--- config.mk ---
export PLATFORM = sky130hd
export DESIGN_NAME = psmc_power_saving_mode_control
export DESIGN_NICKNAME = d
export VERILOG_FILES = /design/src/rtl/psmc_power_saving_mode_control.v
export VERILOG_INCLUDE_DIRS = /design/src /design/src/rtl
export SDC_FILE = /design/constraint.sdc
export NUM_CORES = 1
export LEC_CHECK = 0
export BUFFER_PORTS_ARGS = -buffer_cell sky130_fd_sc_hd__buf_4
export CAP_MARGIN = 10
export CORE_ASPECT_RATIO = 1.5
export CORE_UTILIZATION = 45
export DETAILED_ROUTE_END_ITERATION = 16
export PLACE_DENSITY = 0.73
export SETUP_SLACK_MARGIN = 0.15
export SLEW_MARGIN = 20
export SYNTH_ARGS = -nofsm -noshare
export SYNTH_HDL_FRONTEND = slang
export SYNTH_SLANG_ARGS = --single-unit
--- constraint.sdc ---
create_clock -name clock -period 6 [get_ports clock]
set_input_delay 0.6 -clock clock [delete_from_list [all_inputs] [get_ports clock]]
set_output_delay 0.6 -clock clock [all_outputs]
set_load 0.1 [all_outputs]
--- src/rtl/psmc_defs.vh ---
// Contract
// - Slow-down divides all oscillator-derived rates, clock output and watchdog, by eight.
// - Slow-down takes effect at most two machine cycles after the bit is set.
// - Clearing the slow-down bit returns the block to the full clock rate.
// - Idle stops the CPU clock; peripherals except the watchdog keep running.
// - Idle needs the enable bit, then the start bit, on consecutive instructions.
// - Any enabled interrupt ends idle; execution resumes after the start instruction.
// - Port pins hold their entry state in idle; active alternate functions keep driving.
// - Address latch and program fetch strobes stay high during idle.
// - Power down needs arm without start, then start on the very next instruction.
// - Arm and start bits of power down clear themselves after being set.
// - Start instruction is the last one; only a hardware reset ends power down.
// - Software power down stops both oscillators while internal RAM is kept.
// - A high save-enable pin blocks every software power saving mode; the code blocks idle and power down but still allows slow-down.
// - A high save-enable pin starts the watchdog right after reset.
// - A low save-enable pin allows all modes; software may start the watchdog.
// - Save-enable may change at run time without touching the watchdog.
// - A low hard sleep pin enters hardware power down regardless of save-enable.
// - Hardware power down stops, turns off oscillators and floats pins.
// - Software modes are selected in one power control register at 87h.
// - Hard sleep pin is sampled per machine cycle; reset, clear watchdog, then stop.
// - On release pins go to reset state, oscillators restart, reset held till stable.
// - Active reset overrides hardware power down and performs a normal reset.
`ifndef PSMC_DEFS_VH
`define PSMC_DEFS_VH
`define PSMC_ADDR_W         8
`define PSMC_POWER_CONTROL_OFS       8'h87
`define PSMC_WDOG_OFS       8'h88
`define PSMC_STAT_OFS       8'h89
`define PSMC_BIT_SD         0
`define PSMC_BIT_IDLE       1
`define PSMC_BIT_CPU_PAUSE_START_BIT       2
`define PSMC_BIT_PDE        3
`define PSMC_BIT_PDS        4
`define PSMC_BIT_WDSTART    0
`define PSMC_POWER_CONTROL_RST       8'h00
`define PSMC_MC_CYCLES      4'hc
`define PSMC_SD_DIV         4'h8
`define PSMC_SD_SYNC_MC     2'h2
`define PSMC_HPD_RST_MC     4'h2
`define PSMC_OSC_START_MC   8'h10
`endif

--- src/rtl/psmc_power_saving_mode_control.v ---
// The Wishbone register port was decided locally.
`timescale 1ns/10ps
`include "psmc_defs.vh"
// Power saving mode controller with a classic Wishbone slave for the control registers.
// One machine cycle is twelve clocks; in slow-down each machine cycle takes eight times longer.
module psmc_power_saving_mode_control
(
  input  wire        clock,
  input  wire        reset,
  input  wire [7:0]  wbAdr,
  input  wire [7:0]  wbDatI,
  output reg  [7:0]  wbDatO,
  input  wire        wbWe,
  input  wire        wbSel,
  input  wire        wbCyc,
  input  wire        wbStb,
  output reg         wbAck,
  input  wire        resetPin,
  input  wire        hardSleepPinN,
  input  wire        saveEnableWdogStartPin,
  input  wire        interruptPending,
  input  wire        oscStable,
  output reg         machineCycleTick,
  output reg         clockOutPin,
  output reg         cpuClockEnable,
  output reg         periphClockEnable,
  output reg         watchdogTick,
  output reg         watchdogRun,
  output reg         watchdogResetFlag,
  output reg         oscEnable,
  output reg         rcOscEnable,
  output reg         internalReset,
  output reg         portHold,
  output reg         pinFloat,
  output reg         addrLatchStrobe,
  output reg         programFetchStrobeN,
  output reg         idleActive,
  output reg         sleepActive,
  output reg         slowActive
);

  // Mode states.
  localparam [2:0] ST_RUN   = 3'h0;
  localparam [2:0] ST_IDLE  = 3'h1;
  localparam [2:0] ST_SLEEP = 3'h2;
  localparam [2:0] ST_HRST  = 3'h3;
  localparam [2:0] ST_HOFF  = 3'h4;
  localparam [2:0] ST_WAKE  = 3'h5;

  reg  [1:0] resetSync_r;
  reg  [1:0] hardSync_r;
  reg  [1:0] saveSync_r;
  reg  [1:0] irqSync_r;
  reg  [1:0] oscSync_r;
  reg  [2:0] state_r;
  reg  [2:0] state_nxt;
  reg        clkDivBit_r;
  reg        cpuPauseEnBit_r;
  reg        sleepArmBit_r;
  reg        prevArmWrite_r;
  reg        prevIdleWrite_r;
  reg        wdogSoftStart_r;
  reg        autoStartDone_r;
  reg  [3:0] preDiv_r;
  reg  [3:0] slowDiv_r;
  reg        slowEff_r;
  reg  [1:0] syncCnt_r;
  reg  [7:0] stepCnt_r;
  reg        clkOutPhase_r;

  wire       pinReset   = resetSync_r[1];
  wire       hardSleep  = ~hardSync_r[1];
  wire       saveBlock  = saveSync_r[1];
  wire       wbWrite    = wbCyc & wbStb & wbWe & wbSel & ~wbAck;
  wire       pconWrite  = regWriteHit(`PSMC_POWER_CONTROL_OFS);
  wire       preWrap    = (preDiv_r == `PSMC_MC_CYCLES - 4'h1);
  wire       slowWrap   = (slowDiv_r == `PSMC_SD_DIV - 4'h1);
  wire       mcTick     = preWrap & (~slowEff_r | slowWrap);
  wire       softReset  = pinReset | (state_r == ST_HRST) | (state_r == ST_WAKE);

  // Reads one register by index; unmapped addresses answer zero.
  function [7:0] regRead;
    input [7:0] adr;
    begin
      case (adr)
        `PSMC_POWER_CONTROL_OFS: regRead = {5'h00, cpuPauseEnBit_r, 1'b0, clkDivBit_r};
        `PSMC_WDOG_OFS: regRead = {7'h00, watchdogRun};
        `PSMC_STAT_OFS: regRead = {4'h0, slowEff_r, watchdogResetFlag, state_r == ST_HOFF,
                                   state_r == ST_IDLE};
        default:        regRead = 8'h00;
      endcase
    end
  endfunction

  // Write strobe for one register offset.
  function regWriteHit;
    input [7:0] ofs;
    begin
      regWriteHit = wbWrite & (wbAdr == ofs);
    end
  endfunction

  // True in the two states in which both oscillators are stopped.
  function oscOff;
    input [2:0] st;
    begin
      oscOff = (st == ST_SLEEP) | (st == ST_HOFF);
    end
  endfunction

  // True in the states in which the oscillator still clocks the peripherals.
  function clocked;
    input [2:0] st;
    begin
      clocked = (st == ST_RUN) | (st == ST_IDLE);
    end
  endfunction

  // Two-flop synchronisers on every pin input.
  always @(posedge clock)
  begin
    resetSync_r <= {resetSync_r[0], resetPin};
    hardSync_r  <= {hardSync_r[0], hardSleepPinN};
    saveSync_r  <= {saveSync_r[0], saveEnableWdogStartPin};
    irqSync_r   <= {irqSync_r[0], interruptPending};
    oscSync_r   <= {oscSync_r[0], oscStable};
  end

  // Wishbone slave: one registered answer a cycle after the request, ack dropped the cycle after.
  always @(posedge clock)
  begin
    if (reset)
    begin
      wbAck  <= 1'b0;
      wbDatO <= 8'h00;
    end
    else
    begin
      wbAck  <= wbCyc & wbStb & ~wbAck;
      wbDatO <= regRead(wbAdr);
    end
  end

  // Next mode from pins, control writes and wake sources.
  always @*
  begin
    state_nxt = state_r;
    case (state_r)
      ST_RUN:
      begin
        if (hardSleep & mcTick)
          state_nxt = ST_HRST;
        else if (pconWrite & ~saveBlock & wbDatI[`PSMC_BIT_PDS] & ~wbDatI[`PSMC_BIT_PDE]
                 & prevArmWrite_r & sleepArmBit_r)
          state_nxt = ST_SLEEP;
        else if (pconWrite & ~saveBlock & wbDatI[`PSMC_BIT_CPU_PAUSE_START_BIT] & prevIdleWrite_r
                 & cpuPauseEnBit_r)
          state_nxt = ST_IDLE;
      end
      ST_IDLE:
      begin
        if (hardSleep & mcTick)
          state_nxt = ST_HRST;
        else if (irqSync_r[1])
          state_nxt = ST_RUN;
      end
      ST_SLEEP:
        state_nxt = ST_SLEEP;
      ST_HRST:
        if (mcTick & (stepCnt_r == {4'h0, `PSMC_HPD_RST_MC} - 8'h01))
          state_nxt = ST_HOFF;
      ST_HOFF:
        if (~hardSleep)
          state_nxt = ST_WAKE;
      ST_WAKE:
        if (oscSync_r[1] & (stepCnt_r == `PSMC_OSC_START_MC))
          state_nxt = ST_RUN;
      default:
        state_nxt = ST_RUN;
    endcase
    if (pinReset)
      state_nxt = ST_RUN;
  end

  // Mode state, control bits and step counter.
  always @(posedge clock)
  begin
    if (reset)
    begin
      state_r         <= ST_RUN;
      clkDivBit_r     <= 1'b0;
      cpuPauseEnBit_r <= 1'b0;
      sleepArmBit_r   <= 1'b0;
      prevArmWrite_r  <= 1'b0;
      prevIdleWrite_r <= 1'b0;
      stepCnt_r       <= 8'h00;
    end
    else
    begin
      state_r <= state_nxt;
      if (state_nxt != state_r)
        stepCnt_r <= 8'h00;
      else if (state_r == ST_WAKE ? (preWrap & stepCnt_r != `PSMC_OSC_START_MC) : mcTick)
        stepCnt_r <= stepCnt_r + 8'h01;
      if (softReset)
      begin
        clkDivBit_r     <= 1'b0;
        cpuPauseEnBit_r <= 1'b0;
        sleepArmBit_r   <= 1'b0;
        prevArmWrite_r  <= 1'b0;
        prevIdleWrite_r <= 1'b0;
      end
      else if (pconWrite)
      begin
        clkDivBit_r     <= wbDatI[`PSMC_BIT_SD];
        cpuPauseEnBit_r <= wbDatI[`PSMC_BIT_IDLE] & ~wbDatI[`PSMC_BIT_CPU_PAUSE_START_BIT];
        sleepArmBit_r   <= wbDatI[`PSMC_BIT_PDE];
        prevArmWrite_r  <= wbDatI[`PSMC_BIT_PDE] & ~wbDatI[`PSMC_BIT_PDS];
        prevIdleWrite_r <= wbDatI[`PSMC_BIT_IDLE] & ~wbDatI[`PSMC_BIT_CPU_PAUSE_START_BIT];
      end
      else if (wbWrite)
      begin
        sleepArmBit_r   <= 1'b0;
        prevArmWrite_r  <= 1'b0;
        prevIdleWrite_r <= 1'b0;
        cpuPauseEnBit_r <= 1'b0;
      end
    end
  end

  // Machine cycle prescaler; only the bus reset stops it, so reset and wake phases keep counting.
  always @(posedge clock)
  begin
    if (reset)
      preDiv_r <= 4'h0;
    else
      preDiv_r <= preWrap ? 4'h0 : preDiv_r + 4'h1;
  end

  // Slow-down divider and its synchronisation delay; any internal reset returns to full rate.
  always @(posedge clock)
  begin
    if (reset | softReset)
    begin
      slowDiv_r <= 4'h0;
      slowEff_r <= 1'b0;
      syncCnt_r <= 2'h0;
    end
    else
    begin
      if (preWrap)
        slowDiv_r <= (slowWrap | ~slowEff_r) ? 4'h0 : slowDiv_r + 4'h1;
      if (clkDivBit_r == slowEff_r)
        syncCnt_r <= 2'h0;
      else if (mcTick)
      begin
        syncCnt_r <= syncCnt_r + 2'h1;
        if (syncCnt_r == `PSMC_SD_SYNC_MC - 2'h1)
          slowEff_r <= clkDivBit_r;
      end
    end
  end

  // Watchdog start policy and status flag.
  always @(posedge clock)
  begin
    if (reset)
    begin
      wdogSoftStart_r   <= 1'b0;
      autoStartDone_r   <= 1'b0;
      watchdogResetFlag <= 1'b0;
    end
    else if (softReset)
    begin
      wdogSoftStart_r   <= 1'b0;
      autoStartDone_r   <= 1'b0;
      watchdogResetFlag <= (state_r == ST_WAKE) | (state_r == ST_HOFF);
    end
    else
    begin
      if (~autoStartDone_r)
      begin
        autoStartDone_r <= 1'b1;
        wdogSoftStart_r <= saveBlock;
      end
      else if (regWriteHit(`PSMC_WDOG_OFS) & wbDatI[`PSMC_BIT_WDSTART])
        wdogSoftStart_r <= 1'b1;
    end
  end

  // Machine cycle pulses and the clock output, gated by mode.
  always @(posedge clock)
  begin
    if (reset)
    begin
      machineCycleTick  <= 1'b0;
      clockOutPin       <= 1'b0;
      clkOutPhase_r     <= 1'b0;
      cpuClockEnable    <= 1'b0;
      periphClockEnable <= 1'b0;
      watchdogTick      <= 1'b0;
      watchdogRun       <= 1'b0;
    end
    else
    begin
      if (mcTick)
        clkOutPhase_r <= ~clkOutPhase_r;
      machineCycleTick  <= mcTick & (state_r == ST_RUN);
      clockOutPin       <= clkOutPhase_r & clocked(state_r);
      cpuClockEnable    <= mcTick & (state_r == ST_RUN);
      periphClockEnable <= mcTick & clocked(state_r);
      watchdogTick      <= mcTick & (state_r == ST_RUN) & wdogSoftStart_r;
      watchdogRun       <= wdogSoftStart_r & ~softReset;
    end
  end

  // Oscillator enables and internal reset; both oscillators stop in either sleep state.
  always @(posedge clock)
  begin
    if (reset)
    begin
      oscEnable     <= 1'b1;
      rcOscEnable   <= 1'b1;
      internalReset <= 1'b1;
    end
    else
    begin
      oscEnable     <= ~oscOff(state_r);
      rcOscEnable   <= ~oscOff(state_r);
      internalReset <= softReset;
    end
  end

  // Pin control: hold in idle and sleep, float in hardware power down, strobes high except in either sleep state.
  always @(posedge clock)
  begin
    if (reset)
    begin
      portHold            <= 1'b0;
      pinFloat            <= 1'b0;
      addrLatchStrobe     <= 1'b1;
      programFetchStrobeN <= 1'b1;
    end
    else
    begin
      portHold            <= (state_r == ST_IDLE) | (state_r == ST_SLEEP);
      pinFloat            <= (state_r == ST_HOFF);
      addrLatchStrobe     <= ~oscOff(state_r);
      programFetchStrobeN <= ~oscOff(state_r);
    end
  end

  // Mode status flags seen by software and at the ports.
  always @(posedge clock)
  begin
    if (reset)
    begin
      idleActive  <= 1'b0;
      sleepActive <= 1'b0;
      slowActive  <= 1'b0;
    end
    else
    begin
      idleActive  <= (state_r == ST_IDLE);
      sleepActive <= (state_r == ST_SLEEP);
      slowActive  <= slowEff_r;
    end
  end

endmodule

# Word level (Yosys, flattened, before mapping)
# Index checks and enable logic that the tools add are counted.
# W data, S select, Z words.
# word_totals
ff_bits	61
elab_cells	128
# op_classes
n_addsub	4
n_eq_ne	17
n_mux	20
bitwise	47
n_reduce_logical	7
# op_table
operator	n
$and A1 B1 Y1	28
$mux W3	9
$eq A8 B8 Y1 const B	3
$pmux W3 S6	1
$pmux W4 S3	1
$not A1 Y1	11
$add A4 B1 Y4 const B	2
$add A8 B1 Y8 const B	1
$eq A8 B1 Y1 const B	1
$eq A8 B5 Y1 const B	1
$mux W1	8
$ne A8 B5 Y1 const B	1
$or A1 B1 Y1	8
$reduce_or A2 Y1	4
$eq A3 B2 Y1 const B	2
$eq A3 B3 Y1 const B	2
$eq A4 B3 Y1 const B	1
$eq A4 B4 Y1 const B	1
$mux W4	1
$eq A3 B1 Y1 const B	1
$logic_not A3 Y1	1
$ne A3 B3 Y1	1
$reduce_and A3 Y1	1
$add A2 B1 Y2 const B	1
other kinds (4)	4

# Depth between registers and ports, before layout
# Gate-level depths: netlist of the first run.
# logic_depth
ltp_word	16
mapped_depth	8

# Worst setup path after synthesis of the first run
# No wires, ideal clock.
# synth_timing
path_kind	register -> register
from	reg stepCnt_r[0]
to	reg stepCnt_r[1]
setup_ns	0.066
arrival_ns	2.348
required_ns	5.934
slack_ns	3.586
stages_incl_launch_ff	8
period_less_slack_ns	2.414
cell_sequence	dfxtp_1 ha_1 nor4b_1 o2111ai_2 a221oi_2 mux2_4 a2111o_4 a21oi_2
# synth_via
elab_chain_len	7
# synth_rtl
item	line	text
from (decl)	psmc_power_saving_mode_control.v:68	reg [7:0] stepCnt_r;
from (signal assigned)	psmc_power_saving_mode_control.v:204	stepCnt_r <= stepCnt_r + 8'h01;
$eq A8 B5 Y1 (no source line) or $eq A8 B1 Y1 (tied branches)	n/a	
$and A1 B1 Y1 (on tied branches)	psmc_power_saving_mode_control.v:176, psmc_power_saving_mode_control.v:170	
$mux W3 (on tied branches)	psmc_power_saving_mode_control.v:176, psmc_power_saving_mode_control.v:170	
$pmux W3 S6	psmc_power_saving_mode_control.v:148	case (state_r)
$mux W3	psmc_power_saving_mode_control.v:181	if (pinReset)
$ne A3 B3 Y1	psmc_power_saving_mode_control.v:201	if (state_nxt != state_r)
$reduce_or A2 Y1 (no source line)	n/a	
# Parallel ways exist; a longest one is shown, timed or not.
# A chain may end at the register's enable or synchronous reset.

# Final worst setup path of the first run
# layout_timing
from	reg stepCnt_r[0]
to	reg stepCnt_r[7]
# Same word-level chain as after synthesis.

==> results_dict.tcl, run 1 <==
set metrics [dict create \
    syn2layout_area_growth_pct 19.5 \
    crit_path_cell_trace "ha_1 > nor4b_1 > o2111ai_2 > a221oi_2 > mux2_4 > a2111o_4 > nor2_1" \
    reg2reg_slack_ps 3250 \
    vias 1941 \
    portBuffers 45 \
    rsz0062_at_grt "false" \
    p_leak_nw 1.24 \
    grt_util_all_layers_pct 17.2 \
    clk_path_buf_depth 2 \
    netlist_area_um2 2500 \
    antenna_cells 0 \
    tns_ps 0 \
    synth.distinct_cells 57 \
    cp.required_ps 6270 \
    period_share_pct 45.8 \
    cts-hold-fix-buffers 0 \
    drt_iter0_markers 102 \
    wl_per_cell_um 12.7 \
    gp_congestion 0.815 \
    pwr_density_cell_nw_per_um2 266 \
    synth_xor_area_share_pct 3.86 \
    tightest_slew_ps 639 \
    fmax_mhz 364 \
    drive_gt1_share_pct 27.2 \
    dieWidth_um 62.8 \
    path_delay_family "compound AO/OA/AOI/OAI gates" \
    syn_avg_cell_area_um2 9.72 \
    r2r-end "stepCnt_r[7]$_SDFFE_PP0P_" \
    synth_fa_ha_area_share_pct 3.01 \
    fp.coreArea_um2 5250 \
    worstSetupEndpoint "stepCnt_r[7]$_SDFFE_PP0P_" \
    rows 32 \
    final_cells 370 \
    ys.warnings.count 0 \
    post_synth_and_or_nand_nor_area_fraction_pct 26.4 \
    crit_start "stepCnt_r[0]$_SDFFE_PP0P_" \
    cts.repair.resized 0 \
    synth_compound_area_share_pct 12.8 \
    r2r_start "stepCnt_r[0]$_SDFFE_PP0P_" \
    slew_headroom_pct 57.4 \
    drv_slew 0 \
    cts_setup_buffers 0 \
    async_flop_share_pct 0 \
    synth_ff_type "dfxtp_1" \
    hp-class "flop to flop" \
    die_h_um 93.2 \
    post-route-min-period_ps 2750 \
    vdd_drop_max_mv 0.178 \
    root_buffer "clkbuf_8" \
    vias_per_cell 5.25 \
    grt_overflow_total 0 \
    cp_max_fo 8 \
    grt_max_degree 22 \
    crit_type "flop to flop" \
    syn_inst 257 \
    status "finished clean" \
    dpl_cell_area_um2 2780 \
    antenna_found_initial 0 \
    crit_slowest_cell "a2111o_4" \
    cp_num_cells 7 \
    ant_nets 0 \
    finClkSkew_ps 6.15 \
    r2r_cells 7 \
    dieArea_um2 5860 \
    clkSinkCount 57 \
    path_clk_slew_ps 70 \
    dp.cells 354 \
    initial_utilization_pct 47.6 \
    fin_area_um2 2980 \
    cp.arrival_ps 3010 \
    setup.worst_path.start_class "flop" \
    fin_nets 330 \
    grt_pass1_vias 1827 \
    synth_edf_count 0 \
    cts_tree "yes" \
    htree_levels 3 \
    finalSetupViolCount 0 \
    synth_top_family_by_area "simple AND/OR/NAND/NOR gates" \
    io_pins 53 \
    max_stage_delay_ps 540 \
    finalHoldViolCount 0 \
    clk_latency_ps 330 \
    dp_hpwl_um 3380 \
    maxCapViolCount 0 \
    synth-seq-cells 57 \
    drc 0 \
    critPathCaptureType "flop" \
    n_fill_cell 508 \
    grt_first_pass_wirelength_um 7780 \
    path_buf_inv 0 \
    cts_buffers 9 \
    wl_um 4710 \
    yosysSeqAreaShare_pct 45.7 \
    muxShareOfSynthArea_pct 1.00 \
    drtPass1Iterations 4 \
]
==> worst register-to-register path, stage by stage, from the launching register on <==
cell	delay [ps]
dfxtp_1	450
ha_1	190
nor4b_1	410
o2111ai_2	240
a221oi_2	410
mux2_4	330
a2111o_4	540
nor2_1	120
==> layout make-up <==
class / count / area, um^2 / area share, %
repair buffers: 45 / 338 / 11.3
flip-flops and latches: 57 / 1140 / 38.2
inverters: 7 / 26.3 / 0.881
clock buffers: 10 / 138 / 4.61
well taps: 68 / 85.1 / 2.85
clock inverters: 6 / 66.3 / 2.22
multi-input cells: 177 / 1190 / 39.9
==> stage by stage <==
step	setup WS, ps	total power [mW]	hold slack (ps)	utilization, %
2_1_floorplan	3590	0.429	310	-
3_3_place_gp	3330	0.443	310	53.0
3_5_place_dp	3300	0.443	312	53.0
4_1_cts	3270	0.801	329	56.9
5_1_grt	3160	0.824	333	56.9
6_report	3250	0.794	328	56.9
==> cell usage in the layout, fill, tap and decap left out, types with 6 or more instances in the layout <==
cell / instances
buf_4: 45
ha_1: 6
a21oi_1: 13
nor3_1: 8
inv_1: 7
xnor2_1: 6
nand2_1: 16
clkbuf_8: 10
nand3_1: 6
nand4_1: 6
dfxtp_1: 57
nor2_1: 30
==> how the worst min path moves through the flow <==
stage,start,endpoint,slack [ps],cells after the start
5_1_grt,oscSync_r[0]$_DFF_P_,oscSync_r[1]$_DFF_P_,330,0
3_3_place_gp,hardSync_r[0]$_DFF_P_,hardSync_r[1]$_DFF_P_,310,0
2_1_floorplan,hardSync_r[0]$_DFF_P_,hardSync_r[1]$_DFF_P_,310,0
4_1_cts,hardSync_r[0]$_DFF_P_,hardSync_r[1]$_DFF_P_,330,0
3_5_place_dp,hardSync_r[0]$_DFF_P_,hardSync_r[1]$_DFF_P_,310,0
6_report,hardSync_r[0]$_DFF_P_,hardSync_r[1]$_DFF_P_,330,0
==> where the power goes <==
group / internal (mW) / total, mW / switching, mW
clock: 0.203 / 0.359 / 0.156
combinational: 0.0168 / 0.0453 / 0.0285
sequential: 0.385 / 0.390 / 0.00440
==> routing by layer <==
metal | up-vias | routed length (um) | global-route usage [%] | part of all wire, %
li1 | 987 | - | - | -
met1 | 899 | 1910 | 17.6 | 41
met2 | 47 | 2530 | 31.0 | 54
met3 | 8 | 173 | 4.51 | 3.7
met4 | 0 | 90 | 10.1 | 1.9
met5 | - | 0 | 0 | 0
==> flip-flops by register name, summed over array words and instances (netlist names), 2 cells and up <==
| signal | flops |
|---|---|
| syncCnt_r | 2 |
| irqSync_r | 2 |
| wbDatO | 4 |
| oscSync_r | 2 |
| hardSync_r | 2 |
| slowDiv_r | 4 |
| resetSync_r | 2 |
| stepCnt_r | 8 |
| preDiv_r | 4 |
| saveSync_r | 2 |
| state_r | 3 |
==> logic make-up after synthesis <==
kind of cell,count (synthesis)
other,1
AOI/OAI and AO/OA,42
and+or+nand+nor,112
muxes,2
xor gates and xnor gates,11
adders and majority gates,6
buffers and inverters,26
DFF,57
==> cells in the mapped netlist, types with 2 or more instances <==
cell type | instances | area share, %
a211oi_1 | 4 | 1.2
a21oi_1 | 13 | 2.6
a31oi_1 | 3 | 0.75
a32oi_1 | 2 | 0.70
and2_1 | 3 | 0.75
and3_1 | 5 | 1.3
and3b_1 | 2 | 0.70
and3b_2 | 2 | 0.80
and4bb_2 | 2 | 1.0
buf_4 | 8 | 2.4
buf_6 | 4 | 1.8
clkbuf_1 | 5 | 0.75
clkbuf_8 | 2 | 1.1
dfxtp_1 | 57 | 46
ha_1 | 6 | 3.0
inv_1 | 7 | 1.1
nand2_1 | 16 | 2.4
nand3_1 | 6 | 1.2
nand3b_4 | 2 | 1.6
nand4_1 | 6 | 1.5
nor2_1 | 30 | 4.5
nor2_2 | 3 | 0.75
nor2b_1 | 5 | 1.3
nor3_1 | 8 | 1.6
nor3b_1 | 3 | 0.90
nor4_1 | 3 | 0.75
nor4b_1 | 5 | 1.8
o21ai_0 | 5 | 1.0
or4_1 | 3 | 0.90
xnor2_1 | 6 | 2.1
xor2_1 | 5 | 1.8
Power figures use the tool's default switching activity.
==> run 2, diff against run 1 <==
ABC_AREA = 1   (was unset)
PLACE_DENSITY = 0.75   (was 0.73)
clock period = 2.3 ns   (was 6 ns; I/O delays follow)
==> run 2 against run 1 <==
Against the previous run:
- register-to-register slack lost 2900 ps
- clock power rose to 2.6 times the previous value
- clock skew fell by 1.2 ps
- critical path type unchanged
==> results_dict.tcl, run 2 <==
set metrics [dict create \
    status "finished clean" \
    synth_area_leaders "dfxtp_1, nand2_1, inv_1" \
    period_share_pct 85.4 \
    htree_levels 3 \
    portBuffers 45 \
    dp_hpwl_um 3740 \
    synth_ff_type "dfxtp_1" \
    vias_per_cell 4.64 \
    finClkSkew_ps 4.92 \
    cp.required_ps 2560 \
    syn_inst 319 \
    n_fill_cell 509 \
    pwr_density_cell_nw_per_um2 653 \
    cts_tree "yes" \
    fin_nets 410 \
    synth.distinct_cells 40 \
    wl_um 4980 \
    drive_gt1_share_pct 27.2 \
    crit_type "flop to flop" \
    grt_pass1_vias 1999 \
    grt_overflow_total 0 \
    grt_max_degree 15 \
    post-route-min-period_ps 1960 \
    root_buffer "clkbuf_8" \
    setup.worst_path.start_class "flop" \
    initial_utilization_pct 46.5 \
    io_pins 53 \
    vias 2098 \
    drt_iter0_markers 96 \
    synth_top_family_by_area "simple AND/OR/NAND/NOR gates" \
    wl_per_cell_um 11.0 \
    dp.cells 426 \
    cts_buffers 9 \
    netlist_area_um2 2530 \
    gp_congestion 0.842 \
    syn_avg_cell_area_um2 7.94 \
    ant_nets 0 \
    regMostFlops "stepCnt_r" \
    path_clk_slew_ps 60 \
    fin_util_pct 58.8 \
    synth_top_area_share_pct 45.0 \
    final_cells 452 \
    rsz0062_at_grt "false" \
    synth_fa_ha_area_share_pct 2.96 \
    mostFrequentLayoutCell "nand2_1" \
    dieArea_um2 5940 \
    critPathCaptureType "flop" \
    dieWidth_um 63.3 \
    rows 33 \
    holdWs_ps 168 \
    yosysMostFrequentCell "dfxtp_1" \
    fmax_mhz 509 \
    finalHoldViolCount 0 \
    largest_reg_flops 8 \
    clkSinkCount 57 \
    synth_xor_area_share_pct 3.11 \
    async_flop_share_pct 0 \
    yosysSeqAreaShare_pct 45.0 \
    drv_slew 0 \
    grt_first_pass_wirelength_um 8260 \
    antenna_found_initial 0 \
    cp.arrival_ps 2230 \
    antenna_cells 0 \
    hp-class "input pin to flop" \
    fp.coreArea_um2 5450 \
    tns_ps 0 \
    vdd_drop_max_mv 0.443 \
    synth_common_cells "dfxtp_1, nand2_1, inv_1" \
    p_leak_nw 1.35 \
    finalSetupViolCount 0 \
    grt_util_all_layers_pct 18.3 \
    synth_compound_area_share_pct 7.56 \
    muxShareOfSynthArea_pct 0 \
    clk_path_buf_depth 2 \
    maxCapViolCount 0 \
    post_synth_and_or_nand_nor_area_fraction_pct 29.6 \
    die_h_um 93.9 \
    drc 0 \
    final_cell_mix "nand2_1, dfxtp_1, buf_4" \
    synth_edf_count 0 \
    clk_latency_ps 330 \
    cp_max_fo 8 \
    ys.warnings.count 0 \
    syn2layout_area_growth_pct 26.4 \
    synth-seq-cells 57 \
    drtPass1Iterations 6 \
    synth_top_cell_by_area "dfxtp_1" \
]
-- run 2: per-layer routing --
| layer | wire, um | vias up | track usage, % |
|---|---|---|---|
| li1 | - | 1103 | - |
| met1 | 1920 | 958 | 16.9 |
| met2 | 2810 | 27 | 34.8 |
| met3 | 144 | 10 | 4.85 |
| met4 | 102 | 0 | 11.6 |
| met5 | 0 | - | 0 |
-- run 2: kinds of logic after synthesis --
family / after synthesis
fa+ha+maj: 6
buf+inv: 66
other cells: 1
simple gates: 149
xor+xnor: 9
compound gates: 31
flops: 57
-- run 2: layout make-up --
cell class	instances	area (um^2)	area share, %
clock buffer	14	173	5.39
clock inverter	2	35.0	1.09
inverter	55	211	6.60
multi-input combinational	199	1130	35.2
sequential	57	1140	35.7
tap	70	87.6	2.73
timing repair buffer	55	425	13.3
-- run 2: report_power, final --
group	leakage (nW)	internal, mW	switching [mW]
logic	0.782	0.0463	0.0862
registers	0.466	1.01	0.00711
clock network	0.107	0.588	0.359
-- run 2: critical path, stage by stage (launching register included) --
cell	delay [ps]
dfxtp_2	340
ha_2	180
nand2_2	80
nor2_4	160
nand2_4	90
or2_1	250
nand2_1	80
inv_1	40
nand2_1	50
nand2_1	50
nand2_1	70
nand2_1	60
nand2_1	100
nand3_4	160
nor3_2	190
-- run 2: worst paths after layout --
kind                                        startpoint  depth (start not counted)  slack (ps)                           to
worst max-delay path            preDiv_r[0]$_SDFF_PP0_                         14         340    stepCnt_r[6]$_SDFFE_PP0P_
worst min register to register   saveSync_r[0]$_DFF_P_                          0         330        saveSync_r[1]$_DFF_P_
worst max register to register  preDiv_r[0]$_SDFF_PP0_                         14         340    stepCnt_r[6]$_SDFFE_PP0P_
worst min-delay path                         wbDatI[4]                          3         170  prevArmWrite_r$_SDFFE_PP0P_
-- run 2: what timing repair did --
item / 4_1_cts / 5_1_grt
endpoints found under the setup margin: 0 / 8
hold buffers: 5 / 0
resized for setup: 0 / 7
buffers inserted: 0 / 5
endpoints found under the hold margin: 5 / 0
-- run 2: through the flow --
step | setup WS, ps | instance area, um^2 | total power [mW]
3_3_place_gp | 333 | 2890 | 1.16
2_1_floorplan | 237 | 2540 | 1.12
4_1_cts | 243 | 3150 | 2.12
3_5_place_dp | 260 | 2890 | 1.16
5_1_grt | 158 | 3200 | 2.19
6_report | 337 | 3200 | 2.09
